File: config.mk
export PLATFORM = sky130hd
export DESIGN_NAME = sbsc_top
export DESIGN_NICKNAME = d
export VERILOG_FILES = /design/src/rtl/sbsc_pkg.sv /design/src/rtl/sbsc_sync.sv /design/src/rtl/sbsc_top.sv
export VERILOG_INCLUDE_DIRS = /design/src /design/src/rtl
export SDC_FILE = /design/constraint.sdc
export NUM_CORES = 1
export LEC_CHECK = 0
export BUFFER_PORTS_ARGS = -buffer_cell sky130_fd_sc_hd__buf_2
export CAP_MARGIN = 40
export CORE_UTILIZATION = 30
export DETAILED_ROUTE_END_ITERATION = 6
export SETUP_SLACK_MARGIN = 0.2
export SLEW_MARGIN = 10
export SYNTH_ARGS = -nofsm -noshare
export SYNTH_HDL_FRONTEND = slang
export SYNTH_SLANG_ARGS = --single-unit
File: constraint.sdc
create_clock -name sys_clk_i -period 1.71 [get_ports sys_clk_i]
set_input_delay 0.2565 -clock sys_clk_i [delete_from_list [all_inputs] [get_ports sys_clk_i]]
set_output_delay 0.2565 -clock sys_clk_i [all_outputs]
set_load 0.005 [all_outputs]
File: src/rtl/sbsc_cfg.svh
// Constants for the stepper bridge serial control block.
// Included by the package and the top module; definitions only.
`ifndef SBSC_CFG_SVH
`define SBSC_CFG_SVH

`define SBSC_WORD_W 19
`define SBSC_SEL_BIT 0
`define SBSC_DAC1_LSB 1
`define SBSC_DAC2_LSB 7
`define SBSC_DAC_W 6
`define SBSC_PH1_BIT 13
`define SBSC_PH2_BIT 14
`define SBSC_MODE1_BIT 15
`define SBSC_MODE2_BIT 16
`define SBSC_REF_BIT 17
`define SBSC_RANGE_BIT 18
`define SBSC_WORD_RST 19'h0_0000
`define SBSC_SYS_CLK_HZ 20000000
`define SBSC_OSC_HZ 4000000
`define SBSC_OSC_DIV (`SBSC_SYS_CLK_HZ / `SBSC_OSC_HZ)
`define SBSC_BITCNT_W 5

`endif

File: src/rtl/sbsc_pkg.sv
// Types for the stepper bridge serial control block.
// Assumes sbsc_cfg.svh is on the include path.
`include "sbsc_cfg.svh"

package sbsc_pkg;

  typedef logic [`SBSC_WORD_W-1:0] sbsc_word_t;

  // Decoded bridge-control word.
  typedef struct packed {
    logic range_div4;
    logic ref_external;
    logic mode2_slow;
    logic mode1_slow;
    logic phase2;
    logic phase1;
    logic [`SBSC_DAC_W-1:0] dac2;
    logic [`SBSC_DAC_W-1:0] dac1;
  } sbsc_ctrl_t;

  // Drive state of one full bridge.
  typedef struct packed {
    logic enable;
    logic out_a;
    logic out_b;
    logic slow_decay;
    logic [`SBSC_DAC_W-1:0] level;
  } sbsc_bridge_t;

  // Synchronised serial pins.
  typedef struct packed {
    logic clk;
    logic data;
    logic strobe;
  } sbsc_pins_t;

  typedef enum logic [1:0] {
    SBSC_ST_SLEEP = 2'b00,
    SBSC_ST_RUN = 2'b01
  } sbsc_state_t;

endpackage

File: src/rtl/sbsc_sync.sv
// Two-stage synchroniser for the three serial pins.
// Assumes the pins are asynchronous to sys_clk_i.
`timescale 1ns/1ps

module sbsc_sync
  import sbsc_pkg::*;
(
  input wire logic sys_clk_i,
  input wire logic reset_n_i,
  input wire sbsc_pins_t pins_i,
  output sbsc_pins_t pins_o
);

  typedef struct packed {
    sbsc_pins_t meta;
    sbsc_pins_t sync;
  } sbsc_sync_state_t;

  sbsc_sync_state_t s_q;
  sbsc_sync_state_t s_d;

  always_comb begin
    s_d.meta = pins_i;
    s_d.sync = s_q.meta;
  end

  always_ff @(posedge sys_clk_i) begin
    if (!reset_n_i) begin
      s_q <= '0;
    end else begin
      s_q <= s_d;
    end
  end

  assign pins_o = s_q.sync;

endmodule

File: src/rtl/sbsc_top.sv
// Serial control front end of a dual full-bridge stepper driver.
// Assumes serial pins and sleep come from outside the sys_clk_i domain.
// The host must hold each pin level for at least two system cycles and
// leave two cycles between its last clock rise and the strobe.
//
// Functional notes
// - Configuration enters only over serial clock, data and strobe.
// - Each transfer carries one 19-bit word; two words exist.
// - Bit 0 selects the word; zero routes data to bridge control.
// - Most significant bit arrives first; the last bit is bit 0.
// - Bits 1 to 6 are the first bridge current code.
// - First bridge code zero disables that bridge, all drivers off.
// - Bits 7 to 12 are the second bridge current code.
// - Second bridge code zero disables that bridge, all drivers off.
// - Bit 13 sets first bridge direction: 0 gives A low, B high.
// - Bit 14 sets second bridge direction: 0 gives A low, B high.
// - Bits 15 and 16 pick decay: 0 mixed, 1 slow.
// - Bit 17 picks reference: 0 internal 2 V, 1 external.
// - Bit 18 picks range divider: 0 divide by eight, 1 by four.
// - Each code step changes target current by one sixty-fourth.
// - Digital timing comes from a nominal 4 MHz oscillator tick.
// - Sleep low clears both words and every output except the oscillator tick.
`timescale 1ns/1ps
`include "sbsc_cfg.svh"

module sbsc_top
  import sbsc_pkg::*;
(
  input wire logic sys_clk_i,
  input wire logic reset_n_i,
  input wire logic ser_clk_i,
  input wire logic ser_data_i,
  input wire logic ser_strobe_i,
  input wire logic sleep_n_i,
  output logic first_bridge_output_a_o,
  output logic first_bridge_output_b_o,
  output logic second_bridge_output_a_o,
  output logic second_bridge_output_b_o,
  output logic first_bridge_enable_o,
  output logic second_bridge_enable_o,
  output logic [`SBSC_DAC_W-1:0] first_bridge_level_o,
  output logic [`SBSC_DAC_W-1:0] second_bridge_level_o,
  output logic first_bridge_slow_decay_o,
  output logic second_bridge_slow_decay_o,
  output logic ref_external_o,
  output logic range_div4_o,
  output logic [`SBSC_WORD_W-1:0] bridge_control_word_o,
  output logic [`SBSC_WORD_W-1:0] timing_word_o,
  output logic osc_tick_o
);

  // The tick divider assumes the system clock is an exact multiple of
  // the oscillator rate; any remainder would simply be dropped.
  localparam int unsigned OscDiv = `SBSC_OSC_DIV;
  localparam logic [2:0] OscLast = 3'(OscDiv - 1);

  // ==========================================================
  // State
  // ==========================================================
  typedef struct packed {
    sbsc_state_t state;
    logic sclk_prev;
    logic strobe_prev;
    logic sleep_meta;
    logic sleep_sync;
    sbsc_word_t shift;
    sbsc_word_t word0;
    sbsc_word_t word1;
    // Decoded drive settings are registered again, so they lag the
    // stored word by one cycle.
    sbsc_bridge_t br1;
    sbsc_bridge_t br2;
    logic ref_ext;
    logic range4;
    logic [2:0] osc_cnt;
    logic osc_tick;
  } sbsc_top_state_t;

  sbsc_top_state_t s_q;
  sbsc_top_state_t s_d;
  sbsc_pins_t pins_raw;
  sbsc_pins_t pins;
  sbsc_ctrl_t ctrl;

  assign pins_raw = '{
    clk: ser_clk_i,
    data: ser_data_i,
    strobe: ser_strobe_i
  };

  // Only the three serial wires carry configuration.
  sbsc_sync u_sync (
    .sys_clk_i(sys_clk_i),
    .reset_n_i(reset_n_i),
    .pins_i(pins_raw),
    .pins_o(pins)
  );

  assign ctrl = sbsc_ctrl_t'(s_q.word0[`SBSC_WORD_W-1:1]);

  // ==========================================================
  // Bridge decode
  // ==========================================================
  // Both bridges decode the same way from their own fields, so one
  // loop body serves both and the two cannot drift apart.
  logic [1:0][`SBSC_DAC_W-1:0] br_code;
  logic [1:0] br_phase;
  logic [1:0] br_slow;
  sbsc_bridge_t br_next [2];

  assign br_code = {ctrl.dac2, ctrl.dac1};
  assign br_phase = {ctrl.phase2, ctrl.phase1};
  assign br_slow = {ctrl.mode2_slow, ctrl.mode1_slow};

  for (genvar b = 0; b < 2; b++) begin : g_bridge
    logic active;
    // Sleep turns the drivers off at once instead of waiting for the
    // cleared word to reach the decode a cycle later.
    assign active = (br_code[b] != '0) && s_q.sleep_sync;
    // Codes pass straight to the DACs; each step is 1/64 of full
    // scale, so no scaling happens here.
    assign br_next[b] = '{
      enable: active,
      out_a: active && br_phase[b],
      out_b: active && !br_phase[b],
      slow_decay: br_slow[b],
      level: br_code[b]
    };
  end

  // ==========================================================
  // Next state
  // ==========================================================
  always_comb begin
    s_d = s_q;
    s_d.sclk_prev = pins.clk;
    s_d.strobe_prev = pins.strobe;
    // The sleep pin is asynchronous, so it passes two flops first.
    s_d.sleep_meta = sleep_n_i;
    s_d.sleep_sync = s_q.sleep_meta;

    // The divider gives a one-cycle tick at the nominal internal
    // oscillator rate; downstream PWM timing counts these ticks.
    if (s_q.osc_cnt == OscLast) begin
      s_d.osc_cnt = 3'h0;
      s_d.osc_tick = 1'b1;
    end else begin
      s_d.osc_cnt = s_q.osc_cnt + 3'h1;
      s_d.osc_tick = 1'b0;
    end

    case (s_q.state)
      SBSC_ST_SLEEP: begin
        s_d.shift = `SBSC_WORD_RST;
        s_d.word0 = `SBSC_WORD_RST;
        s_d.word1 = `SBSC_WORD_RST;
        if (s_q.sleep_sync) begin
          s_d.state = SBSC_ST_RUN;
        end
      end
      SBSC_ST_RUN: begin
        if (pins.clk && !s_q.sclk_prev) begin
          // New bits enter at bit 0, so the first bit ends in bit 18.
          s_d.shift = {s_q.shift[`SBSC_WORD_W-2:0], pins.data};
        end
        // A strobe in the same cycle as a clock edge loads the word as it
        // stood before that bit, so the host must finish clocking first.
        if (pins.strobe && !s_q.strobe_prev) begin
          if (s_q.shift[`SBSC_SEL_BIT] == 1'b0) begin
            s_d.word0 = s_q.shift;
          end else begin
            s_d.word1 = s_q.shift;
          end
        end
        // Sleep is handled last so it wins over a strobe in the same
        // cycle; no word can survive into sleep.
        if (!s_q.sleep_sync) begin
          s_d.state = SBSC_ST_SLEEP;
          s_d.shift = `SBSC_WORD_RST;
          s_d.word0 = `SBSC_WORD_RST;
          s_d.word1 = `SBSC_WORD_RST;
        end
      end
      default: begin
        // An illegal state code falls back to sleep, which clears words.
        s_d.state = SBSC_ST_SLEEP;
      end
    endcase

    s_d.br1 = br_next[0];
    s_d.br2 = br_next[1];
    s_d.ref_ext = ctrl.ref_external;
    s_d.range4 = ctrl.range_div4;
  end

  always_ff @(posedge sys_clk_i) begin
    if (!reset_n_i) begin
      s_q <= '0;
    end else begin
      s_q <= s_d;
    end
  end

  // ==========================================================
  // Outputs
  // ==========================================================
  assign first_bridge_output_a_o = s_q.br1.out_a;
  assign first_bridge_output_b_o = s_q.br1.out_b;
  assign second_bridge_output_a_o = s_q.br2.out_a;
  assign second_bridge_output_b_o = s_q.br2.out_b;
  assign first_bridge_enable_o = s_q.br1.enable;
  assign second_bridge_enable_o = s_q.br2.enable;
  assign first_bridge_level_o = s_q.br1.level;
  assign second_bridge_level_o = s_q.br2.level;
  assign first_bridge_slow_decay_o = s_q.br1.slow_decay;
  assign second_bridge_slow_decay_o = s_q.br2.slow_decay;
  assign ref_external_o = s_q.ref_ext;
  assign range_div4_o = s_q.range4;
  assign bridge_control_word_o = s_q.word0;
  assign timing_word_o = s_q.word1;
  assign osc_tick_o = s_q.osc_tick;

endmodule

==> results.sh <==
export IMPL_status="finished clean"
export IMPL_worstHoldPathCells=2
export IMPL_cp_depth=4
export IMPL_rsz0062_at_grt="no"
export IMPL_final_common_cell="dfxtp_1"
export IMPL_grt_max_degree=39
export IMPL_root_buffer="clkbuf_16"
export IMPL_cts_buffers_inserted=9
export IMPL_total_power_mw=4.48
export IMPL_holdWs_ns=0.123
export IMPL_finalNonFillerCells=563
export IMPL_dp_hpwl_um=4630
export IMPL_async_flop_share=0
export IMPL_dp_cells=545
export IMPL_clock_path_buffers=2
export IMPL_internal_power_mw=3.50
export IMPL_io_buffers=65
export IMPL_insertedDiodeCount=0
export IMPL_fp_dieH_um=114
export IMPL_layout_common_cells="dfxtp_1, buf_2, nand2_1"
export IMPL_routabilityCongestion=0.694
export IMPL_leakagePower_nw=2.04
export IMPL_fin_crit_sh=0.819
export IMPL_drc=0
export IMPL_drtAntennaViolNets=0
export IMPL_clock_power_share=0.441
export IMPL_ys_flop_type="dfxtp_1"
export IMPL_grt_usage=0.115
export IMPL_synthAdderAreaFrac=0.00994
export IMPL_syn_nets=386
export IMPL_cts_tree="done"
export IMPL_reg2reg_depth=4
export IMPL_clock_sinks=93
export IMPL_sw_frac_of_total=0.219
export IMPL_fin_crit_ns=1.40
export IMPL_synth_compound_area_share=0.0898
export IMPL_drtIter0Drc=123
export IMPL_use_met2=0.173
export IMPL_path_max_fanout=11
export IMPL_use_met1=0.141
export IMPL_power_switching_mw=0.980
export IMPL_nNetsFinal=399
export IMPL_setup_violations=0
export IMPL_drive_gt1_frac=0.246
export IMPL_critPathTopFamily="flip-flops"
export IMPL_first_global_vias=2379
export IMPL_coreArea_um2=12200
export IMPL_rows=40
export IMPL_critPathSlowestCell="dfxtp_1"
export IMPL_synth_edf_count=0
export IMPL_area_growth_pct=11.5
export IMPL_cp_required_ns=1.97
export IMPL_clkLatencyLatePin_ns=0.34
export IMPL_wl_per_cell_um=12.2
export IMPL_ys_ff_latch=93
export IMPL_synth_seq_area_share=0.493
export IMPL_seq_power_share=0.497
export IMPL_initial_core_util=0.310
export IMPL_max_vdd_ir_drop_uv=454
export IMPL_start_kind="flip-flop"
export IMPL_yosys_area_share_simple=0.145
export IMPL_io_pins=67
export IMPL_viasPerCell=4.37
export IMPL_post_cts_buffers=0
export IMPL_synthTopCellsByArea="dfxtp_1, buf_4, mux2i_1, nand2_1, nand3b_1"
export IMPL_fmax_mhz=714
export IMPL_synth_top_family_by_area="buffers and inverters"
export IMPL_maxCapViolations=0
export IMPL_synth_xor_area_frac=0.00232
export IMPL_power_frac_comb=0.063
export IMPL_drtPass1Iterations=4
export IMPL_busiest_layer="met2"
export IMPL_synth_top_cell_area_share=0.493
export IMPL_synth_cell_types=32
export IMPL_avgSynthCellArea_um2=10.0
export IMPL_cts_max_level=3
export IMPL_skew_ns=0.00913
export IMPL_finalSetupTns_ns=0
export IMPL_routed_via_count=2458
export IMPL_syn_inst=377
export IMPL_worstPathCellList="ha_4, a22oi_2, buf_4, mux2i_1"
export IMPL_cp_buffers_inverters=1
export IMPL_slew_viol_final=0
export IMPL_fin_util=0.346
export IMPL_routed_wl_um=6890
export IMPL_hold_path_class="input pin to flip-flop"
export IMPL_use_met3=0.0344
export IMPL_hold_violations=0
export IMPL_die_w_um=114
export IMPL_fill_cells=1225
export IMPL_max_stage_delay_ns=0.37
export IMPL_cp_arrival_ns=1.66
export IMPL_gr_total_overflow=0
export IMPL_powerDensity_nw_per_um2=1060
export IMPL_clk_pin_slew_ns=0.06
export IMPL_antenna_found_initial=0
export IMPL_ys_warn_count=0
export IMPL_syn_area_um2=3780
export IMPL_endpoint_kind="flip-flop"
export IMPL_grt_first_pass_wirelength_um=11600
export IMPL_cts_hold_buf=0
export IMPL_synth_mux_area_frac=0.0954
export IMPL_dieArea_um2=13000
export IMPL_synth_top_area_cell="dfxtp_1"
export IMPL_worstSetupPathType="flip-flop to flip-flop"
## power by group through the flow
| stage | Clock (mW) | Sequential, mW | Combinational, mW |
|---|---|---|---|
| 6_report | 1.97 | 2.22 | 0.280 |
| 3_5_place_dp | 0 | 2.27 | 0.272 |
| 2_1_floorplan | 0 | 2.26 | 0.225 |
| 3_3_place_gp | 0 | 2.26 | 0.263 |
| 4_1_cts | 2.05 | 2.22 | 0.280 |
| 5_1_grt | 2.13 | 2.23 | 0.311 |
## sequential cells by signal (all words and copies together), names as in the netlist, 3 cells and up
| register | flops |
|---|---|
| s_q | 26 |
| timing_word_o | 19 |
| bridge_control_word_o | 18 |
| first_bridge_level_o | 6 |
| second_bridge_level_o | 6 |
| u_sync.pins_o | 3 |
| u_sync.s_d | 3 |
## through the flow
stage,cell area (um^2),worst slack (ns)
after global routing,4210,0.225
after detailed placement,3880,0.190
after global placement,3880,0.216
after CTS,4190,0.260
final,4210,0.310
after floorplan,3780,0.446
## cell families after synthesis
kind of cell,Yosys count
adder cells (fa/ha/maj),3
AND/OR/NAND/NOR,103
XOR/XNOR,1
AO/OA/AOI/OAI,45
flip-flops,93
other,1
buffers and inverters,95
multiplexers,36
## per-layer routing
metal / vias up / wire length (um)
li1: 1232 / -
met1: 1148 / 3270
met2: 65 / 3000
met3: 13 / 399
met4: 0 / 213
met5: - / 0
## final timing paths
path              slack, ns                                endpoint                startpoint
setup / recovery       0.31  bridge_control_word_o[11]$_SDFFE_PN0P_      s_q[87]$_SDFFE_PN0P_
hold / removal         0.12                u_sync.s_d[0]$_SDFF_PN0_              ser_strobe_i
setup reg to reg       0.31  bridge_control_word_o[11]$_SDFFE_PN0P_      s_q[87]$_SDFFE_PN0P_
hold reg to reg        0.43             u_sync.pins_o[2]$_SDFF_PN0_  u_sync.s_d[2]$_SDFF_PN0_
## Yosys cell counts, types with 2 or more instances
cell type,n
nand2_1,39
nor2_1,2
buf_2,7
and2_1,13
a21boi_1,10
clkbuf_1,11
buf_6,4
nand3b_1,19
and3_1,3
o211ai_1,19
a21boi_0,9
ha_1,3
dfxtp_1,93
nand3_1,18
mux2i_1,36
nor4_1,2
nor2b_1,4
buf_4,52
a21oi_1,2
inv_1,19
## cell type report
class / count / area [um^2] / share of cell area
Multi-Input combinational cell: 189 / 1320 / 0.313
Timing Repair inverter: 2 / 15.0 / 0.00357
Inverter: 19 / 75.1 / 0.0178
Clock buffer: 13 / 250 / 0.0594
Sequential cell: 93 / 1860 / 0.442
Clock inverter: 3 / 45.0 / 0.0107
Tap cell: 168 / 210 / 0.0499
Timing Repair Buffer: 76 / 437 / 0.104
## what timing repair did
| action | 4_1_cts | 5_1_grt |
|---|---|---|
| resized for setup | 3 | 3 |
| hold endpoints to repair | 0 | 0 |
| gates cloned | 1 | 1 |
| endpoints found under the setup margin | 8 | 16 |
No activity file was read; power rests on OpenSTA's default activity.
